File: src/design/timer8_pkg.sv
// timer8_pkg: register map, field positions, reset values and mode codes
// for the 8-bit timer/counter with one compare channel.
// assumes a 32-bit APB slave, one aligned word per register.
package timer8_pkg;

    localparam int          DATA_W      = 8;
    localparam int          ADDR_W      = 8;

    // register byte offsets
    localparam logic [7:0]  OFF_CONTROL = 8'h00;
    localparam logic [7:0]  OFF_COUNT   = 8'h04;
    localparam logic [7:0]  OFF_COMPARE = 8'h08;
    localparam logic [7:0]  OFF_FLAG    = 8'h0c;
    localparam logic [7:0]  OFF_MASK    = 8'h10;
    localparam logic [7:0]  OFF_ASYNC   = 8'h14;

    // timer_control_reg fields
    localparam int          CS_LSB      = 0;
    localparam int          WGM_LSB     = 3;
    localparam int          COM_LSB     = 5;
    localparam int          FOC_BIT     = 7;

    // timer_flag_reg / timer_mask_reg fields
    localparam int          OVF_BIT     = 0;
    localparam int          OCF_BIT     = 1;

    // async_status_reg field
    localparam int          ASEL_BIT    = 0;

    localparam logic [7:0]  RST_BYTE    = 8'h00;
    localparam logic [7:0]  CNT_BOTTOM  = 8'h00;
    localparam logic [7:0]  CNT_MAX     = 8'hff;
    localparam logic [2:0]  CS_STOPPED  = 3'h0;
    localparam logic [1:0]  COM_NONE    = 2'h0;
    localparam logic [1:0]  COM_TOGGLE  = 2'h1;
    localparam logic [1:0]  COM_CLEAR   = 2'h2;
    localparam logic [1:0]  COM_SET     = 2'h3;

    typedef enum logic [1:0] {
        MODE_NORMAL   = 2'b00,
        MODE_PC_PWM   = 2'b01,
        MODE_CTC      = 2'b10,
        MODE_FAST_PWM = 2'b11
    } wave_mode_type;

endpackage : timer8_pkg

File: src/design/compare_output_unit.sv
// compare_output_unit: holds the internal compare output state and applies
// the compare output mode on a match, a forced compare or a PWM turn point.
// assumes one-cycle event strobes from the counter in the same clock domain.
`timescale 1ns/1ns
module compare_output_unit
    import timer8_pkg::*;
(
    input  wire logic          i_clock,
    input  wire logic          i_reset_n,
    input  wire logic          i_match_event,
    input  wire logic          i_force,
    input  wire logic          i_wrap_event,
    input  wire logic          i_count_up,
    input  wire wave_mode_type i_mode,
    input  wire logic [1:0]    i_com,
    output logic               o_state
);

    logic oc_r;
    logic oc_nxt;
    logic pwm_mode;
    logic com_inv;

    assign pwm_mode = (i_mode == MODE_PC_PWM) || (i_mode == MODE_FAST_PWM);
    assign com_inv  = (i_com == COM_SET);

    // com is read live, so a new setting acts at the very next event
    always_comb begin
        oc_nxt = oc_r;
        if (!pwm_mode) begin
            if (i_match_event || i_force) begin
                unique case (i_com)
                    COM_NONE:   oc_nxt = oc_r;
                    COM_TOGGLE: oc_nxt = ~oc_r;
                    COM_CLEAR:  oc_nxt = 1'b0;
                    COM_SET:    oc_nxt = 1'b1;
                endcase
            end
        end else if (i_com[1]) begin
            // com toggle is reserved in PWM modes and acts as no action
            if (i_mode == MODE_FAST_PWM) begin
                if (i_match_event) begin
                    oc_nxt = com_inv;
                end else if (i_wrap_event) begin
                    oc_nxt = ~com_inv;
                end
            end else if (i_match_event) begin
                oc_nxt = i_count_up ? com_inv : ~com_inv;
            end
        end
    end

    // no mode-change term here: the state survives mode switches
    always_ff @(posedge i_clock or negedge i_reset_n) begin
        if (!i_reset_n) begin
            oc_r <= 1'b0;
        end else begin
            oc_r <= oc_nxt;
        end
    end

    assign o_state = oc_r;

endmodule : compare_output_unit

File: src/design/timer8_counter_compare_unit.sv
// timer8_counter_compare_unit: 8-bit timer/counter with one compare channel,
// APB register access, overflow and compare flags with interrupt requests.
// assumes all inputs, the oscillator pin included, are synchronous to i_clock.
`timescale 1ns/1ns
module timer8_counter_compare_unit
    import timer8_pkg::*;
(
    input  wire logic              i_clock,
    input  wire logic              i_reset_n,
    input  wire logic              i_psel,
    input  wire logic              i_penable,
    input  wire logic              i_pwrite,
    input  wire logic [ADDR_W-1:0] i_paddr,
    input  wire logic [31:0]       i_pwdata,
    input  wire logic [3:0]        i_pstrb,
    input  wire logic              i_osc_pin_one,
    input  wire logic              i_port_data,
    input  wire logic              i_compare_irq_ack,
    input  wire logic              i_overflow_irq_ack,
    output logic [31:0]            o_prdata,
    output logic                   o_pready,
    output logic                   o_pslverr,
    output logic                   o_osc_pin_two,
    output logic                   o_compare_output,
    output logic                   o_pin_override,
    output logic                   o_compare_irq,
    output logic                   o_overflow_irq
);

    // registers and their next-state values
    logic [2:0]        clock_source_select_r;
    wave_mode_type     waveform_mode_select_r;
    logic [1:0]        compare_output_mode_r;
    logic              async_clock_select_r;
    logic [DATA_W-1:0] counter_value_r;
    logic [DATA_W-1:0] counter_value_nxt;
    logic [DATA_W-1:0] compare_value_r;
    logic [DATA_W-1:0] compare_buffer_r;
    logic              compare_match_flag_r;
    logic              compare_match_flag_nxt;
    logic              overflow_flag_r;
    logic              overflow_flag_nxt;
    logic              compare_match_irq_enable_r;
    logic              overflow_irq_enable_r;
    logic              count_up_r;
    logic              count_up_nxt;
    logic              block_r;
    logic              osc_prev_r;
    logic [31:0]       prdata_r;
    logic              pready_r;
    logic              pslverr_r;
    logic              osc_two_r;
    logic              pin_r;
    logic              override_r;
    logic              compare_irq_r;
    logic              overflow_irq_r;

    // bus decode
    logic              setup_phase;
    logic              access_done;
    logic              wr_en;
    logic              sel_control;
    logic              sel_count;
    logic              sel_compare;
    logic              sel_flag;
    logic              sel_mask;
    logic              sel_async;
    logic              addr_hit;
    logic              wr_control;
    logic              wr_count;
    logic              wr_compare;
    logic              wr_flag;
    logic              wr_mask;
    logic              wr_async;
    logic [7:0]        wbyte;
    logic [31:0]       rdata_mux;

    // counter status
    logic              timer_tick;
    logic              osc_rise;
    logic              at_bottom;
    logic              at_max;
    logic              match;
    logic              top_hit;
    logic              pwm_mode;
    logic              match_event;
    logic              wrap_event;
    logic              force_pulse;
    logic              ovf_event;
    logic              oc_state;
    wave_mode_type     mode_live;
    logic [1:0]        com_live;

    assign setup_phase = i_psel && !i_penable;
    assign access_done = i_psel && i_penable && pready_r;
    assign wr_en       = access_done && i_pwrite && i_pstrb[0];
    assign wbyte       = i_pwdata[7:0];

    assign sel_control = (i_paddr == OFF_CONTROL);
    assign sel_count   = (i_paddr == OFF_COUNT);
    assign sel_compare = (i_paddr == OFF_COMPARE);
    assign sel_flag    = (i_paddr == OFF_FLAG);
    assign sel_mask    = (i_paddr == OFF_MASK);
    assign sel_async   = (i_paddr == OFF_ASYNC);
    assign addr_hit    = sel_control | sel_count | sel_compare
                       | sel_flag | sel_mask | sel_async;

    assign wr_control  = wr_en && sel_control;
    assign wr_count    = wr_en && sel_count;
    assign wr_compare  = wr_en && sel_compare;
    assign wr_flag     = wr_en && sel_flag;
    assign wr_mask     = wr_en && sel_mask;
    assign wr_async    = wr_en && sel_async;

    assign pwm_mode    = (waveform_mode_select_r == MODE_PC_PWM)
                      || (waveform_mode_select_r == MODE_FAST_PWM);

    // the force strobe is never stored, so it always reads as zero
    always_comb begin
        rdata_mux = 32'h0000_0000;
        if (sel_control) begin
            rdata_mux[COM_LSB +: 2] = compare_output_mode_r;
            rdata_mux[WGM_LSB +: 2] = waveform_mode_select_r;
            rdata_mux[CS_LSB +: 3]  = clock_source_select_r;
        end else if (sel_count) begin
            rdata_mux[7:0] = counter_value_r;
        end else if (sel_compare) begin
            rdata_mux[7:0] = pwm_mode ? compare_buffer_r : compare_value_r;
        end else if (sel_flag) begin
            rdata_mux[OCF_BIT] = compare_match_flag_r;
            rdata_mux[OVF_BIT] = overflow_flag_r;
        end else if (sel_mask) begin
            rdata_mux[OCF_BIT] = compare_match_irq_enable_r;
            rdata_mux[OVF_BIT] = overflow_irq_enable_r;
        end else if (sel_async) begin
            rdata_mux[ASEL_BIT] = async_clock_select_r;
        end
    end

    // read data and response are registered in setup, so one access cycle
    always_ff @(posedge i_clock or negedge i_reset_n) begin
        if (!i_reset_n) begin
            prdata_r  <= 32'h0000_0000;
            pready_r  <= 1'b0;
            pslverr_r <= 1'b0;
        end else begin
            prdata_r  <= setup_phase ? rdata_mux : 32'h0000_0000;
            pready_r  <= setup_phase;
            pslverr_r <= setup_phase && !addr_hit;
        end
    end

    // timer clock: oscillator edge when async, else every clock
    assign osc_rise   = i_osc_pin_one && !osc_prev_r;
    assign timer_tick = (clock_source_select_r != CS_STOPPED)
                     && (async_clock_select_r ? osc_rise : 1'b1);

    // 8-bit equality compare against the active compare value
    assign at_bottom  = (counter_value_r == CNT_BOTTOM);
    assign at_max     = (counter_value_r == CNT_MAX);
    assign match      = (counter_value_r == compare_value_r);
    assign top_hit    = (waveform_mode_select_r == MODE_CTC) ? match : at_max;

    // a match seen on this tick is dropped if the counter was just written
    assign match_event = timer_tick && match && !block_r;
    assign wrap_event  = timer_tick && at_max
                      && (waveform_mode_select_r == MODE_FAST_PWM);
    // a control write acts with the mode and output mode it carries
    assign mode_live   = wr_control ? wave_mode_type'(wbyte[WGM_LSB +: 2])
                                    : waveform_mode_select_r;
    assign com_live    = wr_control ? wbyte[COM_LSB +: 2] : compare_output_mode_r;
    assign force_pulse = wr_control && wbyte[FOC_BIT]
                      && ((mode_live == MODE_NORMAL) || (mode_live == MODE_CTC));

    // overflow point per mode
    assign ovf_event = timer_tick
        && ((waveform_mode_select_r == MODE_PC_PWM) ? (at_bottom && !count_up_r)
                                                    : at_max);

    always_comb begin
        counter_value_nxt = counter_value_r;
        count_up_nxt      = count_up_r;
        if (timer_tick) begin
            unique case (waveform_mode_select_r)
                MODE_NORMAL, MODE_FAST_PWM: begin
                    counter_value_nxt = counter_value_r + 8'h01;
                end
                MODE_CTC: begin
                    counter_value_nxt = top_hit ? CNT_BOTTOM
                                                : counter_value_r + 8'h01;
                end
                MODE_PC_PWM: begin
                    if (count_up_r ? at_max : at_bottom) begin
                        count_up_nxt = !count_up_r;
                        counter_value_nxt = count_up_r ? counter_value_r - 8'h01
                                                       : counter_value_r + 8'h01;
                    end else begin
                        counter_value_nxt = count_up_r ? counter_value_r + 8'h01
                                                       : counter_value_r - 8'h01;
                    end
                end
            endcase
        end
        if (wr_count) begin
            counter_value_nxt = wbyte;
        end
    end

    // set wins over a same-cycle clear; a written zero is ignored
    assign compare_match_flag_nxt = match_event
        || (compare_match_flag_r
            && !(wr_flag && wbyte[OCF_BIT])
            && !i_compare_irq_ack);
    assign overflow_flag_nxt = ovf_event
        || (overflow_flag_r
            && !(wr_flag && wbyte[OVF_BIT])
            && !i_overflow_irq_ack);

    always_ff @(posedge i_clock or negedge i_reset_n) begin
        if (!i_reset_n) begin
            counter_value_r      <= RST_BYTE;
            count_up_r           <= 1'b1;
            compare_match_flag_r <= 1'b0;
            overflow_flag_r      <= 1'b0;
            osc_prev_r           <= 1'b0;
        end else begin
            counter_value_r      <= counter_value_nxt;
            count_up_r           <= count_up_nxt;
            compare_match_flag_r <= compare_match_flag_nxt;
            overflow_flag_r      <= overflow_flag_nxt;
            osc_prev_r           <= i_osc_pin_one;
        end
    end

    // blocking holds until a tick passes, even while stopped
    always_ff @(posedge i_clock or negedge i_reset_n) begin
        if (!i_reset_n) begin
            block_r <= 1'b0;
        end else if (wr_count) begin
            block_r <= 1'b1;
        end else if (timer_tick) begin
            block_r <= 1'b0;
        end
    end

    // configuration registers
    always_ff @(posedge i_clock or negedge i_reset_n) begin
        if (!i_reset_n) begin
            clock_source_select_r  <= CS_STOPPED;
            waveform_mode_select_r <= MODE_NORMAL;
            compare_output_mode_r  <= COM_NONE;
        end else if (wr_control) begin
            clock_source_select_r  <= wbyte[CS_LSB +: 3];
            waveform_mode_select_r <= wave_mode_type'(wbyte[WGM_LSB +: 2]);
            compare_output_mode_r  <= wbyte[COM_LSB +: 2];
        end
    end

    always_ff @(posedge i_clock or negedge i_reset_n) begin
        if (!i_reset_n) begin
            compare_match_irq_enable_r <= 1'b0;
            overflow_irq_enable_r      <= 1'b0;
        end else if (wr_mask) begin
            compare_match_irq_enable_r <= wbyte[OCF_BIT];
            overflow_irq_enable_r      <= wbyte[OVF_BIT];
        end
    end

    always_ff @(posedge i_clock or negedge i_reset_n) begin
        if (!i_reset_n) begin
            async_clock_select_r <= 1'b0;
        end else if (wr_async) begin
            async_clock_select_r <= wbyte[ASEL_BIT];
        end
    end

    // buffered in PWM modes, loaded at top; direct otherwise
    // the buffer tracks direct writes so a later switch to PWM starts sane
    always_ff @(posedge i_clock or negedge i_reset_n) begin
        if (!i_reset_n) begin
            compare_buffer_r <= RST_BYTE;
            compare_value_r  <= RST_BYTE;
        end else begin
            if (wr_compare) begin
                compare_buffer_r <= wbyte;
            end
            if (wr_compare && !pwm_mode) begin
                compare_value_r <= wbyte;
            end else if (pwm_mode && timer_tick && at_max) begin
                compare_value_r <= compare_buffer_r;
            end
        end
    end

    compare_output_unit compare_output_unit_i (
        .i_clock       (i_clock),
        .i_reset_n     (i_reset_n),
        .i_match_event (match_event),
        .i_force       (force_pulse),
        .i_wrap_event  (wrap_event),
        .i_count_up    (count_up_r),
        .i_mode        (mode_live),
        .i_com         (com_live),
        .o_state       (oc_state)
    );

    // pin path and interrupt requests, all registered
    always_ff @(posedge i_clock or negedge i_reset_n) begin
        if (!i_reset_n) begin
            osc_two_r      <= 1'b0;
            pin_r          <= 1'b0;
            override_r     <= 1'b0;
            compare_irq_r  <= 1'b0;
            overflow_irq_r <= 1'b0;
        end else begin
            osc_two_r      <= !i_osc_pin_one;
            override_r     <= (compare_output_mode_r != COM_NONE);
            pin_r          <= (compare_output_mode_r != COM_NONE) ? oc_state
                                                                  : i_port_data;
            compare_irq_r  <= compare_match_flag_nxt && compare_match_irq_enable_r;
            overflow_irq_r <= overflow_flag_nxt && overflow_irq_enable_r;
        end
    end

    assign o_prdata         = prdata_r;
    assign o_pready         = pready_r;
    assign o_pslverr        = pslverr_r;
    assign o_osc_pin_two    = osc_two_r;
    assign o_compare_output = pin_r;
    assign o_pin_override   = override_r;
    assign o_compare_irq    = compare_irq_r;
    assign o_overflow_irq   = overflow_irq_r;

endmodule : timer8_counter_compare_unit

File: config.mk
export PLATFORM = sky130hd
export DESIGN_NAME = timer8_counter_compare_unit
export DESIGN_NICKNAME = d
export VERILOG_FILES = /design/src/design/timer8_pkg.sv /design/src/design/compare_output_unit.sv /design/src/design/timer8_counter_compare_unit.sv
export SDC_FILE = /design/constraint.sdc
export NUM_CORES = 1
export LEC_CHECK = 0
export ABC_AREA = 1
export BUFFER_PORTS_ARGS = -buffer_cell sky130_fd_sc_hd__buf_2
export CORE_MARGIN = 2
export CORE_UTILIZATION = 35
export CTS_CLUSTER_SIZE = 25
export DETAILED_ROUTE_END_ITERATION = 6
export GPL_ROUTABILITY_DRIVEN = 0
export PLACE_DENSITY_LB_ADDON = 0.05
export SLEW_MARGIN = 20
export SYNTH_ARGS = -nofsm -noshare
export SYNTH_HDL_FRONTEND = slang
export SYNTH_SLANG_ARGS = --single-unit
File: constraint.sdc
create_clock -name i_clock -period 2.45 [get_ports i_clock]
set_clock_uncertainty 0.05 [all_clocks]
set_input_delay 0.49 -clock i_clock [delete_from_list [all_inputs] [get_ports i_clock]]
set_output_delay 0.49 -clock i_clock [all_outputs]
set_load 0.1 [all_outputs]
==> impl_results.md <==
* Worst hold path class: in2async
* Die X-Extent at 105 microns
* IO Port Bufs at 40
* DR top layer: met4
* Hold Vio Cnt, Final at 0
* Detailed-route via count at 3,092
* H-tree depth at 2
* Asr flop ratio synth at 100%
* DR WL/cell at about 15 microns
* Setup crit start: waveform_mode_select_r[0]
* Status: finished clean
* Reg2reg start: waveform_mode_select_r[0]
* Slew Limit Fails at 0
* Top-count cell post-synth: nand2_1
* Maximum VDD drop at ~0.36 mV
* Critical Path Max Stage Delay at 0.45 ns
* Crit path max fanout at 8
* Util after Layout at 41.0%
* Bufs on Longest Clock Path at 2
* Clock Latency Late Sink at 0.32 ns
* Crit share post-route at 81.5%
* Worst slack at placement at 0.267 ns
* Minimum clock period at about 2 ns
* Area Growth Syn to Fin at 13.0%
* WS Path Type: reg2reg
* Die area at 0.0110 sq mm
* Worst-path cell chain: ha_1 > nor2_1 > buf_4 > nand2_1 > o21ai_0 > o211ai_1 > a211oi_1 > nor2_1
* Sequential share of the synthesized area at 38.7%
* Met1 wire length at roughly 4800 microns
* Worst setup margin at 0.454 ns
* Multi-input gate area at 0.00178 sq mm
* Finished Cell Area at a little over 0.004 sq mm
* Synth Area per Inst at 7.59 sq um
* Filler cells at 1,060
* Number of enable flip-flop cells after synthesis at 0
* Root Buffer: clkbuf_8
* Worst Setup Start Kind: register
* RSZ-0062 raised after global routing: no
* Yosys top cell area share at 37.9%
* ANT cells at 0
* Total I/O pin count at 92
* Post-synth top area cell: dfrtp_1
* CTS tree: built
* Final #Nets at 579
* Num CTS Buffers at 5
* Setup TNS at 0 ns
* Ranking of synthesized cells by area: dfrtp_1, nand2_1, inv_1
* Synth cell count leaders: nand2_1, inv_1, dfrtp_1
* Vias per cell at 4.73
* Met3 wire length at about 470 microns
* Initial antenna violation count at 0
* #FFs+latches synth at 55
* Met2 wire length at between 4000 and 5000 microns
* Vias in the first global route at 2,884
* Leak at between 2 and 2.5 nW
* Total power at roughly 0.0022 W
* Synth Cell Area at 0.00356 sq mm
* Storage cell area at roughly 0.0014 sq mm
* Worst path arrival time at approximately 2.2 ns
* Cell count after synthesis at roughly 470
* Slowest CP cell: dfrtp_1
* Final ANT Viol Nets at 0
* CP bufs+invs at 1
* Core area at roughly 0.01 sq mm
* Distinct cells, synth at 41
* GRT Overall Usage at a little under a fifth
* CP endpoint kind: register
* Routed WL at 9750 microns
* Placed cell area at 0.00388 sq mm
* CP top delay family: flip-flops
* Post-CTS setup buffers at 0
* Synth Flop Type: dfrtp_1
* Most frequent cell on the critical path: nor2_1
* Final setup violating endpoints at 0
* Yosys Warn Count at 0
* Achievable frequency at approximately 0.5 GHz
* Largest net degree at the start of global routing at 22
* Worst Path Required at approximately 2.6 ns
* Final HPWL DP at approximately 7600 microns
* # resized after CTS at 0
* CTS sink count at 55
* Worst-path clk slew at 0.12 ns
* 1st-pass router iterations at 5
* Share of layout cells above drive strength 1 at between 10% and 20%
* Drt drc at 0
* Total grt overflow at 0
* Initial core utilization at 36.3%
* Cts hold-fix bufs at 0
* Max Cap Viol at 0
* Rows at 36
* First-pass GRT wire length at around 16,000 microns
* Die Y at between 100 and 150 microns
* Power per cell area at 536 mW/mm^2
* DRT iter0 DRCs at 212
-- where the power goes --
part | leakage [nW] | total (W) | switching [W] | internal (W)
Combinational | 1.34 | 0.000429 | 0.000343 | 0.0000855
Clock | 0.0703 | 0.000756 | 0.000340 | 0.000416
Sequential | 0.693 | 0.000970 | 0.0000401 | 0.000930
Total | 2.11 | 0.00215 | 0.000724 | 0.00143
-- stage by stage --
| stage | std cells | hold WS [ns] |
|---|---|---|
| final | 654 | 0.0651 |
| after global routing | 654 | 0.0866 |
| after CTS | 654 | 0.0761 |
| after detailed placement | 646 | 0.417 |
| after global placement | 646 | 0.419 |
| after floorplan | 492 | 0.144 |
-- sequential cells by signal, summed over array words and instances, names as in the netlist, 2 cells and up --
name,cells
compare_output_mode_r,2
waveform_mode_select_r,2
counter_value_r,8
o_prdata,8
clock_source_select_r,3
compare_buffer_r,8
compare_value_r,8
-- kinds of logic (layout without fill, tap and decap cells) --
kind of cell	Yosys count	in the layout	share of synthesized area [%]
XOR/XNOR	13	13	3.20
AND/OR/NAND/NOR	215	215	29.1
flip-flops	55	55	38.7
buffers and inverters	101	130	13.6
multiplexers	1	1	0.316
AO/OA/AOI/OAI	77	77	12.9
adder cells (fa/ha/maj)	6	6	2.11
other	1	24	0.105
-- path summary, 6_finish.rpt --
path                       slack, ns  cells past startpoint        endpoint
hold reg to reg                 0.45                      2  o_pin_override
max in group asynchronous       1.61                      2      count_up_r
setup reg to reg                0.45                      8     o_prdata[1]
min in group i_clock            0.24                      1      osc_prev_r
hold / removal                  0.07                      1      osc_prev_r
setup / recovery                0.45                      8     o_prdata[1]
-- routing by layer --
layer	global-route usage, %	up-vias
met5	0	-
met4	4.48	0
met3	2.43	9
met2	27.4	82
met1	28.0	1438
li1	-	1563
-- layout make-up --
| cell class | count | share of cell area [%] |
|---|---|---|
| multi-input cells | 336 | 44.4 |
| flip-flops and latches | 55 | 34.2 |
| repair buffers | 52 | 7.22 |
| inverters | 70 | 6.56 |
| well taps | 133 | 4.14 |
| clock inverters | 3 | 1.77 |
| clock buffers | 5 | 1.71 |
-- placed cells by master (no fill, tap or decap), types with 7 or more instances in the layout --
master	Yosys	routed
nand3_1	26	26
o211ai_1	14	14
xor2_1	7	7
conb_1	1	24
buf_4	25	12
o21ai_1	8	8
a21oi_1	11	11
buf_2	2	40
nor2_1	34	34
inv_1	63	63
nand2_4	9	9
nand2_2	9	9
o21ai_0	29	29
nand2_1	112	112
nor2_2	7	7
dfrtp_1	54	54
Power figures use the tool's default switching activity.
